$ cat config.mk
export PLATFORM = sky130hd
export DESIGN_NAME = cpu_instruction_execute
export DESIGN_NICKNAME = d
export VERILOG_FILES = /design/src/cpu_exec_pkg.sv /design/src/cpu_instruction_execute.sv
export SDC_FILE = /design/constraint.sdc
export NUM_CORES = 1
export LEC_CHECK = 0
export BUFFER_PORTS_ARGS = -buffer_cell sky130_fd_sc_hd__buf_2
export CAP_MARGIN = 40
export CORE_ASPECT_RATIO = 1.4
export CORE_MARGIN = 2
export CORE_UTILIZATION = 31
export DETAILED_ROUTE_END_ITERATION = 8
export GPL_TIMING_DRIVEN = 0
export REMOVE_ABC_BUFFERS = 1
export SLEW_MARGIN = 5
export SYNTH_ARGS = -nofsm -noshare
export SYNTH_HDL_FRONTEND = slang
export SYNTH_SLANG_ARGS = --single-unit
export TNS_END_PERCENT = 50
$ cat constraint.sdc
create_clock -name mclk -period 5.8 [get_ports mclk]
set_clock_uncertainty 0.2 [all_clocks]
set_input_delay 0.29 -clock mclk [delete_from_list [all_inputs] [get_ports mclk]]
set_output_delay 0.29 -clock mclk [all_outputs]
set_load 0.1 [all_outputs]
$ cat src/cpu_exec_pkg.sv
/*
  constants, opcodes, register map and helpers for the 4-bit
  instruction execute core.
  assumes a 10-bit program word and a 4-bit data memory.
*/
package cpu_exec_pkg;
  // datapath widths
  localparam int WORD_W  = 10;
  localparam int PC_W    = 12;
  localparam int LOW_W   = 7;
  localparam int NIB_W   = 4;
  localparam int DP_W    = 8;
  localparam int SP_W    = 3;
  localparam int D_W     = 3;
  localparam int BYTE_W  = 8;
  localparam int DATA_W  = 32;
  localparam int ADDR_W  = 8;
  localparam int STACK_DEPTH = 8;
  localparam logic [SP_W-1:0]  SP_ONE   = 3'h1;
  localparam logic [LOW_W-1:0] LOW_ONE  = 7'h01;
  localparam logic [4:0]       PAGE_CALL = 5'h02;
  localparam logic [PC_W-1:0]  RESET_PC = 12'h000;
  localparam logic [PC_W-1:0]  IRQ_VECTOR = 12'h008;
  // opcodes and their compare masks
  localparam logic [9:0] MASK_ALL  = 10'h3FF;
  localparam logic [9:0] MASK_NIB  = 10'h3F0;
  localparam logic [9:0] MASK_PAGE = 10'h3E0;
  localparam logic [9:0] MASK_BIT  = 10'h3FC;
  localparam logic [9:0] MASK_ADDR = 10'h380;
  localparam logic [9:0] OP_LA    = 10'h070;
  localparam logic [9:0] OP_ROM_TABLE_READ  = 10'h080;
  localparam logic [9:0] OP_AM    = 10'h00A;
  localparam logic [9:0] OP_AMC   = 10'h00B;
  localparam logic [9:0] OP_ADDI  = 10'h060;
  localparam logic [9:0] OP_AND   = 10'h018;
  localparam logic [9:0] OP_OR    = 10'h019;
  localparam logic [9:0] OP_SC    = 10'h007;
  localparam logic [9:0] OP_RC    = 10'h006;
  localparam logic [9:0] OP_SZC   = 10'h02F;
  localparam logic [9:0] OP_CMA   = 10'h01C;
  localparam logic [9:0] OP_RAR   = 10'h01D;
  localparam logic [9:0] OP_SB    = 10'h05C;
  localparam logic [9:0] OP_RB    = 10'h04C;
  localparam logic [9:0] OP_SZB   = 10'h020;
  localparam logic [9:0] OP_COMPARE_ACC_MEMORY  = 10'h026;
  localparam logic [9:0] OP_SEA   = 10'h025;
  localparam logic [9:0] OP_B     = 10'h180;
  localparam logic [9:0] OP_BL    = 10'h0E0;
  localparam logic [9:0] OP_BLA   = 10'h010;
  localparam logic [9:0] OP_BM    = 10'h100;
  localparam logic [9:0] OP_BML   = 10'h0C0;
  localparam logic [9:0] OP_FAR_CALL_INDIRECT  = 10'h030;
  localparam logic [9:0] OP_RTI   = 10'h046;
  localparam logic [9:0] OP_RT    = 10'h044;
  localparam logic [9:0] OP_RTS   = 10'h045;
  localparam logic [9:0] OP_DI    = 10'h004;
  localparam logic [9:0] OP_EI    = 10'h005;
  localparam logic [9:0] OP_EXT_FLAG_TEST  = 10'h038;
  localparam logic [9:0] OP_INT_PIN_LEVEL_TEST = 10'h03A;
  localparam logic [9:0] OP_PRESCALER_WRITE = 10'h235;
  localparam logic [9:0] OP_T1AB  = 10'h230;
  // register map and config fields
  localparam logic [ADDR_W-1:0] REG_CONFIG    = 8'h00;
  localparam logic [ADDR_W-1:0] REG_ACCB      = 8'h04;
  localparam logic [ADDR_W-1:0] REG_STATUS    = 8'h08;
  localparam logic [ADDR_W-1:0] REG_PRESCALER = 8'h0C;
  localparam logic [ADDR_W-1:0] REG_TIMER1    = 8'h10;
  localparam int CFG_HIGH_BITS_TABLE_FLAG = 0;
  localparam int CFG_V10  = 1;
  localparam int CFG_I12  = 2;
  localparam int CFG_D_LSB = 4;

  // sequencer states
  typedef enum logic [2:0] {
    ST_FETCH = 3'b000,
    ST_EXEC  = 3'b001,
    ST_WORD2 = 3'b010,
    ST_TABLE = 3'b011,
    ST_IDLE2 = 3'b100
  } state_type;

  // masked opcode match
  function automatic logic op_is(input logic [9:0] w,
                                 input logic [9:0] code,
                                 input logic [9:0] mask);
    op_is = ((w & mask) == code);
  endfunction : op_is

  // 4-bit add with carry in, carry out on top
  function automatic logic [4:0] add4(input logic [3:0] x,
                                      input logic [3:0] y,
                                      input logic       c);
    add4 = {1'b0, x} + {1'b0, y} + {4'h0, c};
  endfunction : add4

  // one-hot nibble mask for bit j
  function automatic logic [3:0] bit_mask(input logic [1:0] j);
    bit_mask = 4'h1 << j;
  endfunction : bit_mask

  // instructions that carry a second word
  function automatic logic two_word(input logic [9:0] w);
    two_word = op_is(w, OP_BL, MASK_PAGE) || op_is(w, OP_BML, MASK_PAGE)
            || op_is(w, OP_BLA, MASK_ALL) || op_is(w, OP_FAR_CALL_INDIRECT, MASK_ALL)
            || op_is(w, OP_SEA, MASK_ALL);
  endfunction : two_word
endpackage : cpu_exec_pkg

$ cat src/cpu_instruction_execute.sv
/*
  execute core for a subset of a 4-bit instruction set, with a
  program rom port, a data memory port and a small register port.
  assumes a synchronous rom and ram that answer one cycle after the
  address, and an interrupt requester on the same clock.
*/
// Added by the designer: strobed register access and the register addresses.
`timescale 1ns/10ps
// Notes on behaviour
// - consecutive immediate loads: only first executes
// - table read loads B and A from rom
// - high-bits flag also loads D, clears D2
// - table read borrows one stack level
// - plain add keeps carry unchanged
// - add with carry updates carry out
// - add immediate skips when no overflow
// - and/or combine accumulator with memory
// - set/clear carry; skip when carry clear
// - complement inverts the accumulator
// - rotate right through carry
// - set, clear, test memory bit j
// - compare skips on equality
// - in-page branch keeps page, one cycle
// - far branch loads page and address
// - page-two call pushes and jumps
// - far calls push then jump
// - interrupt return restores saved state
// - return takes two cycles; variant skips
// - ext flag test skips and clears flag
// - pin level test honours polarity bit
// - prescaler write loads reload and counter
module cpu_instruction_execute
  import cpu_exec_pkg::*;
(
  input  wire logic              mclk,
  input  wire logic              sys_rst,
  output logic [PC_W-1:0]        rom_addr,
  input  wire logic [WORD_W-1:0] rom_data,
  output logic [DP_W-1:0]        ram_addr,
  input  wire logic [NIB_W-1:0]  ram_rdata,
  output logic [NIB_W-1:0]       ram_wdata,
  output logic                   ram_we,
  input  wire logic [DP_W-1:0]   dp_in,
  output logic [DP_W-1:0]        dp_restore_val,
  output logic                   dp_restore,
  input  wire logic              irq_req,
  output logic                   irq_ack,
  input  wire logic              ext0_event,
  input  wire logic              int_pin,
  input  wire logic [ADDR_W-1:0] reg_addr,
  input  wire logic [DATA_W-1:0] reg_wdata,
  input  wire logic              reg_wr,
  input  wire logic              reg_rd,
  output logic [DATA_W-1:0]      reg_rdata
);
  state_type         state_reg;                 // sequencer state
  logic [PC_W-1:0]   pc_reg;                    // page and low part
  logic [PC_W-1:0]   stack_reg [STACK_DEPTH];   // return stack
  logic [SP_W-1:0]   sp_reg;                    // stack pointer
  logic [NIB_W-1:0]  acc_reg, b_reg;            // accumulator, B
  logic [D_W-1:0]    d_reg;                     // register D
  logic              cy_reg, skip_reg, la_run_reg, interrupt_master_enable_reg;
  logic [WORD_W-1:0] ir1_reg;                   // first word held
  logic [NIB_W-1:0]  sv_acc_reg, sv_b_reg;      // interrupt shadows
  logic              sv_cy_reg, sv_skip_reg, sv_la_reg;
  logic [DP_W-1:0]   sv_dp_reg;
  logic [BYTE_W-1:0] pre_reload_reg, pre_count_reg;
  logic [BYTE_W-1:0] t1_reload_reg, t1_count_reg;
  logic              high_bits_table_flag_reg, v10_reg, i12_reg; // config bits
  logic              ext0_reg;                  // ext0 request flag
  logic              pin_meta_reg, pin_sync_reg;
  logic [PC_W-1:0]   rom_addr_reg;
  logic [DP_W-1:0]   ram_addr_reg, dp_out_reg;
  logic [NIB_W-1:0]  ram_wdata_reg;
  logic              ram_we_reg, irq_ack_reg, dp_restore_reg;
  logic [DATA_W-1:0] rd_data_reg;
  logic [SP_W-1:0]   sp_up;                     // next push slot
  logic [9:0]        w;                         // word on rom bus
  logic              exec_live;                 // instruction acts
  logic              ext0_clr;                  // flag test clears
  logic [4:0]        amc_sum, addi_sum;         // adder outputs

  assign w         = rom_data;
  assign sp_up     = sp_reg + SP_ONE;
  assign amc_sum   = add4(acc_reg, ram_rdata, cy_reg);
  assign addi_sum  = add4(acc_reg, w[3:0], 1'b0);
  assign exec_live = (state_reg == ST_EXEC) && !skip_reg
                     && !(op_is(w, OP_LA, MASK_NIB) && la_run_reg);
  assign ext0_clr  = exec_live && op_is(w, OP_EXT_FLAG_TEST, MASK_ALL)
                     && !v10_reg;

  assign rom_addr       = rom_addr_reg;
  assign ram_addr       = ram_addr_reg;
  assign ram_wdata      = ram_wdata_reg;
  assign ram_we         = ram_we_reg;
  assign dp_restore_val = dp_out_reg;
  assign dp_restore     = dp_restore_reg;
  assign irq_ack        = irq_ack_reg;
  assign reg_rdata      = rd_data_reg;

  // next address in the same page, low part wraps
  function automatic logic [PC_W-1:0] pc_inc(input logic [PC_W-1:0] p);
    pc_inc = {p[PC_W-1:LOW_W], p[LOW_W-1:0] + LOW_ONE};
  endfunction : pc_inc

  // two-stage synchroniser for the interrupt pin
  always_ff @(posedge mclk)
  begin
    if (sys_rst)
    begin
      pin_meta_reg <= 1'b0;
      pin_sync_reg <= 1'b0;
    end
    else
    begin
      pin_meta_reg <= int_pin;
      pin_sync_reg <= pin_meta_reg;
    end
  end

  // ext0 request flag: event set wins over the test's clear
  always_ff @(posedge mclk)
  begin
    if (sys_rst)
      ext0_reg <= 1'b0;
    else if (ext0_event)
      ext0_reg <= 1'b1;
    else if (ext0_clr)
      ext0_reg <= 1'b0;
  end

  // register port: config writes and one-cycle-late reads
  always_ff @(posedge mclk)
  begin
    if (sys_rst)
    begin
      high_bits_table_flag_reg    <= 1'b0;
      v10_reg     <= 1'b0;
      i12_reg     <= 1'b0;
      rd_data_reg <= '0;
    end
    else
    begin
      if (reg_wr && reg_addr == REG_CONFIG)
      begin
        high_bits_table_flag_reg <= reg_wdata[CFG_HIGH_BITS_TABLE_FLAG];
        v10_reg  <= reg_wdata[CFG_V10];
        i12_reg  <= reg_wdata[CFG_I12];
      end
      rd_data_reg <= '0;  // unmapped or idle reads as zero
      if (reg_rd)
      begin
        unique case (reg_addr)
          REG_CONFIG:    rd_data_reg <= DATA_W'({d_reg, 1'b0, i12_reg,
                                         v10_reg, high_bits_table_flag_reg});
          REG_ACCB:      rd_data_reg <= DATA_W'({b_reg, acc_reg});
          REG_STATUS:    rd_data_reg <= DATA_W'({d_reg, sp_reg,
                           la_run_reg, skip_reg, ext0_reg, interrupt_master_enable_reg,
                           cy_reg});
          REG_PRESCALER: rd_data_reg <= DATA_W'({pre_reload_reg,
                                                 pre_count_reg});
          REG_TIMER1:    rd_data_reg <= DATA_W'({t1_reload_reg,
                                                 t1_count_reg});
          default:       rd_data_reg <= '0;
        endcase
      end
    end
  end

  // sequencer and datapath
  always_ff @(posedge mclk)
  begin
    if (sys_rst)
    begin
      state_reg <= ST_FETCH;
      pc_reg <= RESET_PC;
      for (int i = 0; i < STACK_DEPTH; i++)
        stack_reg[i] <= RESET_PC;
      sp_reg <= '0; acc_reg <= '0; b_reg <= '0; d_reg <= '0;
      cy_reg <= 1'b0; skip_reg <= 1'b0; la_run_reg <= 1'b0;
      interrupt_master_enable_reg <= 1'b0; ir1_reg <= '0;
      sv_acc_reg <= '0; sv_b_reg <= '0; sv_dp_reg <= '0;
      sv_cy_reg <= 1'b0; sv_skip_reg <= 1'b0; sv_la_reg <= 1'b0;
      pre_reload_reg <= '0; pre_count_reg <= '0;
      t1_reload_reg <= '0; t1_count_reg <= '0;
      rom_addr_reg <= '0; ram_addr_reg <= '0; ram_wdata_reg <= '0;
      ram_we_reg <= 1'b0; irq_ack_reg <= 1'b0;
      dp_restore_reg <= 1'b0; dp_out_reg <= '0;
    end
    else
    begin
      ram_we_reg     <= 1'b0;
      irq_ack_reg    <= 1'b0;
      dp_restore_reg <= 1'b0;
      // software may load D through the config register
      if (reg_wr && reg_addr == REG_CONFIG)
        d_reg <= reg_wdata[CFG_D_LSB +: D_W];
      unique case (state_reg)
        ST_FETCH:
        begin
          if (irq_req && interrupt_master_enable_reg)
          begin
            // take the interrupt: save state, push, vector
            sp_reg <= sp_up;
            stack_reg[sp_up] <= pc_reg;
            sv_acc_reg <= acc_reg; sv_b_reg <= b_reg;
            sv_cy_reg <= cy_reg; sv_skip_reg <= skip_reg;
            sv_la_reg <= la_run_reg; sv_dp_reg <= dp_in;
            skip_reg <= 1'b0; la_run_reg <= 1'b0;
            interrupt_master_enable_reg <= 1'b0; irq_ack_reg <= 1'b1;
            pc_reg <= IRQ_VECTOR;
          end
          else
          begin
            rom_addr_reg <= pc_reg;
            ram_addr_reg <= dp_in;
            pc_reg <= pc_inc(pc_reg);
            state_reg <= ST_EXEC;
          end
        end
        ST_EXEC:
        begin
          la_run_reg <= op_is(w, OP_LA, MASK_NIB);
          state_reg <= ST_FETCH;
          if (!exec_live)
          begin
            // skipped: only sequencing, second word stepped over
            skip_reg <= 1'b0;
            if (two_word(w))
            begin
              pc_reg <= pc_inc(pc_reg);
              state_reg <= ST_IDLE2;
            end
          end
          else if (two_word(w))
          begin
            // fetch the second word
            ir1_reg <= w;
            rom_addr_reg <= pc_reg;
            pc_reg <= pc_inc(pc_reg);
            state_reg <= ST_WORD2;
          end
          else if (op_is(w, OP_LA, MASK_NIB))
            acc_reg <= w[3:0];
          else if (op_is(w, OP_ROM_TABLE_READ, MASK_PAGE))
          begin
            sp_reg <= sp_up;
            stack_reg[sp_up] <= pc_reg;
            rom_addr_reg <= {w[4:0], d_reg, acc_reg};
            state_reg <= ST_TABLE;
          end
          else if (op_is(w, OP_AM, MASK_ALL))
            acc_reg <= amc_sum[3:0] - {3'h0, cy_reg};
          else if (op_is(w, OP_AMC, MASK_ALL))
            {cy_reg, acc_reg} <= amc_sum;
          else if (op_is(w, OP_ADDI, MASK_NIB))
          begin
            acc_reg <= addi_sum[3:0];
            skip_reg <= !addi_sum[4];
          end
          else if (op_is(w, OP_AND, MASK_ALL))
            acc_reg <= acc_reg & ram_rdata;
          else if (op_is(w, OP_OR, MASK_ALL))
            acc_reg <= acc_reg | ram_rdata;
          else if (op_is(w, OP_SC, MASK_ALL))
            cy_reg <= 1'b1;
          else if (op_is(w, OP_RC, MASK_ALL))
            cy_reg <= 1'b0;
          else if (op_is(w, OP_SZC, MASK_ALL))
            skip_reg <= !cy_reg;
          else if (op_is(w, OP_CMA, MASK_ALL))
            acc_reg <= ~acc_reg;
          else if (op_is(w, OP_RAR, MASK_ALL))
          begin
            acc_reg <= {cy_reg, acc_reg[3:1]};
            cy_reg <= acc_reg[0];
          end
          else if (op_is(w, OP_SB, MASK_BIT) || op_is(w, OP_RB, MASK_BIT))
          begin
            // read-modify-write of the addressed nibble
            ram_we_reg <= 1'b1;
            ram_wdata_reg <= op_is(w, OP_SB, MASK_BIT)
                             ? (ram_rdata | bit_mask(w[1:0]))
                             : (ram_rdata & ~bit_mask(w[1:0]));
          end
          else if (op_is(w, OP_SZB, MASK_BIT))
            skip_reg <= !(|(ram_rdata & bit_mask(w[1:0])));
          else if (op_is(w, OP_COMPARE_ACC_MEMORY, MASK_ALL))
            skip_reg <= (acc_reg == ram_rdata);
          else if (op_is(w, OP_B, MASK_ADDR))
            pc_reg <= {pc_reg[PC_W-1:LOW_W], w[6:0]};
          else if (op_is(w, OP_BM, MASK_ADDR))
          begin
            sp_reg <= sp_up;
            stack_reg[sp_up] <= pc_reg;
            pc_reg <= {PAGE_CALL, w[6:0]};
          end
          else if (op_is(w, OP_RTI, MASK_ALL))
          begin
            pc_reg <= stack_reg[sp_reg];
            sp_reg <= sp_reg - SP_ONE;
            acc_reg <= sv_acc_reg; b_reg <= sv_b_reg;
            cy_reg <= sv_cy_reg; skip_reg <= sv_skip_reg;
            la_run_reg <= sv_la_reg;
            dp_out_reg <= sv_dp_reg; dp_restore_reg <= 1'b1;
          end
          else if (op_is(w, OP_RT, MASK_ALL) || op_is(w, OP_RTS, MASK_ALL))
          begin
            pc_reg <= stack_reg[sp_reg];
            sp_reg <= sp_reg - SP_ONE;
            skip_reg <= op_is(w, OP_RTS, MASK_ALL);
            state_reg <= ST_IDLE2;
          end
          else if (op_is(w, OP_DI, MASK_ALL))
            interrupt_master_enable_reg <= 1'b0;
          else if (op_is(w, OP_EI, MASK_ALL))
            interrupt_master_enable_reg <= 1'b1;
          else if (op_is(w, OP_EXT_FLAG_TEST, MASK_ALL))
            skip_reg <= !v10_reg && ext0_reg;
          else if (op_is(w, OP_INT_PIN_LEVEL_TEST, MASK_ALL))
            skip_reg <= (pin_sync_reg == i12_reg);
          else if (op_is(w, OP_PRESCALER_WRITE, MASK_ALL))
          begin
            pre_reload_reg <= {b_reg, acc_reg};
            pre_count_reg <= {b_reg, acc_reg};
          end
          else if (op_is(w, OP_T1AB, MASK_ALL))
          begin
            t1_reload_reg <= {b_reg, acc_reg};
            t1_count_reg <= {b_reg, acc_reg};
          end
        end
        ST_WORD2:
        begin
          // second word on the rom bus
          state_reg <= ST_FETCH;
          if (op_is(ir1_reg, OP_SEA, MASK_ALL))
            skip_reg <= (acc_reg == w[3:0]);
          else
          begin
            if (op_is(ir1_reg, OP_BML, MASK_PAGE)
                || op_is(ir1_reg, OP_FAR_CALL_INDIRECT, MASK_ALL))
            begin
              sp_reg <= sp_up;
              stack_reg[sp_up] <= pc_reg;
            end
            if (op_is(ir1_reg, OP_BLA, MASK_ALL)
                || op_is(ir1_reg, OP_FAR_CALL_INDIRECT, MASK_ALL))
              pc_reg <= {w[6], w[3:0], d_reg, acc_reg};
            else
              pc_reg <= {ir1_reg[4:0], w[6:0]};
          end
        end
        ST_TABLE:
        begin
          // table word arrives; give the stack level back
          b_reg <= w[7:4];
          acc_reg <= w[3:0];
          if (high_bits_table_flag_reg)
            d_reg <= {1'b0, w[9:8]};
          pc_reg <= stack_reg[sp_reg];
          sp_reg <= sp_reg - SP_ONE;
          state_reg <= ST_FETCH;
        end
        ST_IDLE2:
          state_reg <= ST_FETCH;  // filler cycle
        default:
          state_reg <= ST_FETCH;
      endcase
    end
  end
endmodule : cpu_instruction_execute

==> results.cfg <==
[run_status]
status = completed

[critical_path]
crit_required_ns = 5.78
crit_path_max_incr_delay_ns = 0.77
critPathArrivalTime_ns = 3.86
cp-start-kind = flip-flop
setup.worst_path.end_class = flip-flop
crit_type = reg -> reg
crit_buf_inv = 0
cp_cell_sequence = or4b_1, a211o_1, nand2_2, o21ai_4, nor4_4, or2_2
crit_fanout = 15
critPathTopFamily = simple AND/OR/NAND/NOR gates
critical-path-slowest-cell = nor4_4

[global_routing]
grt_pass1_vias = 9926
grt_max_degree = 70
grt_usage = 0.185
grt_pass1_wl_microns = 58700
grt-ovfl-total = 0
antenna_found_initial = 1

[routing]
viasPerCell = 5.30
wl_per_cell_microns = 20.4
wl_microns = 38100
via_count = 9901
drt-initial-drc-count = 722
postRouteAntennaNets = 0
drt-pass1-iter-count = 5
drc = 0

[synth]
synth_flop_cell = dfxtp_1
synth_edf_count = 96
yosys.area.top_type = edfxtp_1
syn_inst = 1257
yosys.cell_types.count = 99
seq_area_frac_synth = 0.458
synthArstFlopShare = 0
yosysWarnings = 0
synthMostInstantiatedCell = nand2_1
synthTopCellsByArea = edfxtp_1 23%, dfxtp_1 22%, nand2_1 4.8%
syn-cell-area_sq_um = 12300
ys_top_cells_by_count = 156 x nand2_1, 138 x dfxtp_1, 114 x nor2_1
avgSynthCellArea_sq_um = 9.80
yosysTopAreaCellShare = 0.234
synth-seq-cells = 234

[floorplanning]
start_util = 0.314
io-pin-count = 136
die_h_microns = 240
die-area_sq_um = 41400
die_w_microns = 172
row_count = 86
core_sq_um = 39300

[sta]
rsz0062_at_grt = false
slew_viol_final = 0
min_period_ns = 3.87
setup_violations = 0
hold_viol_final = 0
clock.fmax_mhz = 258
fin_crit_sh = 0.668
fin_setup_tns_ns = 0
whs_ns = 0.0130
maxSlewHeadroom = 0.387
worst_pin_slew_ns = 0.916

[placed_design]
place.gp.congestion = 0.941
hpwl_microns = 26800
place.port_buffers = 93
dpl_cell_area_sq_um = 13200

[power_and_ir_drop]
vdd_drop_max_v = 0.000195
leakagePower_nw = 5.13
power_density_nw_per_um2 = 290

[clock_tree]
insertion_delay_ns = 0.54
clock_sinks = 234
cts_made_buffers = 24
cts_tree = done
postCtsSetupBuffers = 0
clk_pin_slew_worst_paths_ns = 0.06
cts_hold_buf = 23
cts_root_buf = clkbuf_16
cts_resized = 0
htreeDepth = 1
clockBufferDepth = 3

[layout]
largest_reg_flops = 96
design_area_sq_um = 14200
syn_to_final_growth_pct = 15.5
multi_input_area_sq_um = 6100
nNetsFinal = 1411
fillers = 3922
seqCellArea_sq_um = 5650
drive_gt1_frac = 0.170

[hold_path]
hold_class = in -> reg

[run]
maxCapViolCount = 0
## layout make-up
type	count	share of cell area
multi-input cells	904	0.429
flip-flops and latches	234	0.397
repair buffers	135	0.0648
clock buffers	34	0.0499
well taps	528	0.0464
clock inverters	9	0.00642
inverters	23	0.00607
diodes	1	0.000176
## placed cells by master (no fill, tap or decap), types with 16 or more instances in the layout
master,count
mux2i_1,35
mux4_2,25
inv_1,22
nand3_1,27
o21ai_0,38
ha_1,17
nor3_1,20
nor2_1,114
nand2_1,156
a311oi_1,26
dfxtp_1,137
buf_2,94
dlygate4sd3_1,23
a21oi_1,90
conb_1,16
and2_1,93
edfxtp_1,96
clkbuf_16,25
## worst register-to-register path, delay by kind of cell (launching register included)
| family | cells | cell delay [ns] |
|---|---|---|
| compound gates | 2 | 0.49 |
| simple gates | 4 | 2.15 |
| flops | 1 | 0.68 |
## final timing paths
path / cells past startpoint / start / to / slack, ns
worst max-delay path: 6 / state_reg[0] / stack_reg[2][11] / 1.93
worst min-delay path: 3 / reg_wdata[4] / d_reg[0] / 0.01
worst max register to register: 6 / state_reg[0] / stack_reg[2][11] / 1.93
worst min register to register: 1 / pin_meta_reg / pin_sync_reg / 0.24
## stage by stage
| step | setup slack, ns | std cells | utilization | power (mW) |
|---|---|---|---|---|
| floorplan | 2.91 | 1161 | - | 2.33 |
| global placement | 1.38 | 1782 | 0.330 | 2.54 |
| detailed placement | 1.97 | 1801 | 0.336 | 2.57 |
| CTS | 1.96 | 1867 | 0.362 | 4.16 |
| global route | 1.79 | 1867 | 0.362 | 4.29 |
| finish | 1.93 | 1868 | 0.362 | 4.12 |
## routing by layer
layer,routed length (microns),track usage
met1,14400,0.210
met2,20000,0.339
met3,1800,0.0245
met4,1850,0.0856
met5,0,0
## power by group
group / switching (mW) / internal, mW / total [mW]
clock network: 0.642 / 0.935 / 1.58
logic: 0.490 / 0.221 / 0.711
registers: 0.0607 / 1.77 / 1.83
total: 1.19 / 2.93 / 4.12
## cells by family (layout without fill, tap and decap cells)
logic type                 count (synthesis)  in the layout  share of synthesized area
buffers and inverters                    134            201                     0.0514
xor gates and xnor gates                  16             16                     0.0114
AOI/OAI and AO/OA                        265            265                      0.155
other                                      1             17                   0.000304
DFF                                      234            234                      0.458
and+or+nand+nor                          515            515                      0.216
adders and majority gates                 20             20                     0.0221
muxes                                     72             72                     0.0851
Note: power is estimated with default switching activity, not from simulation.
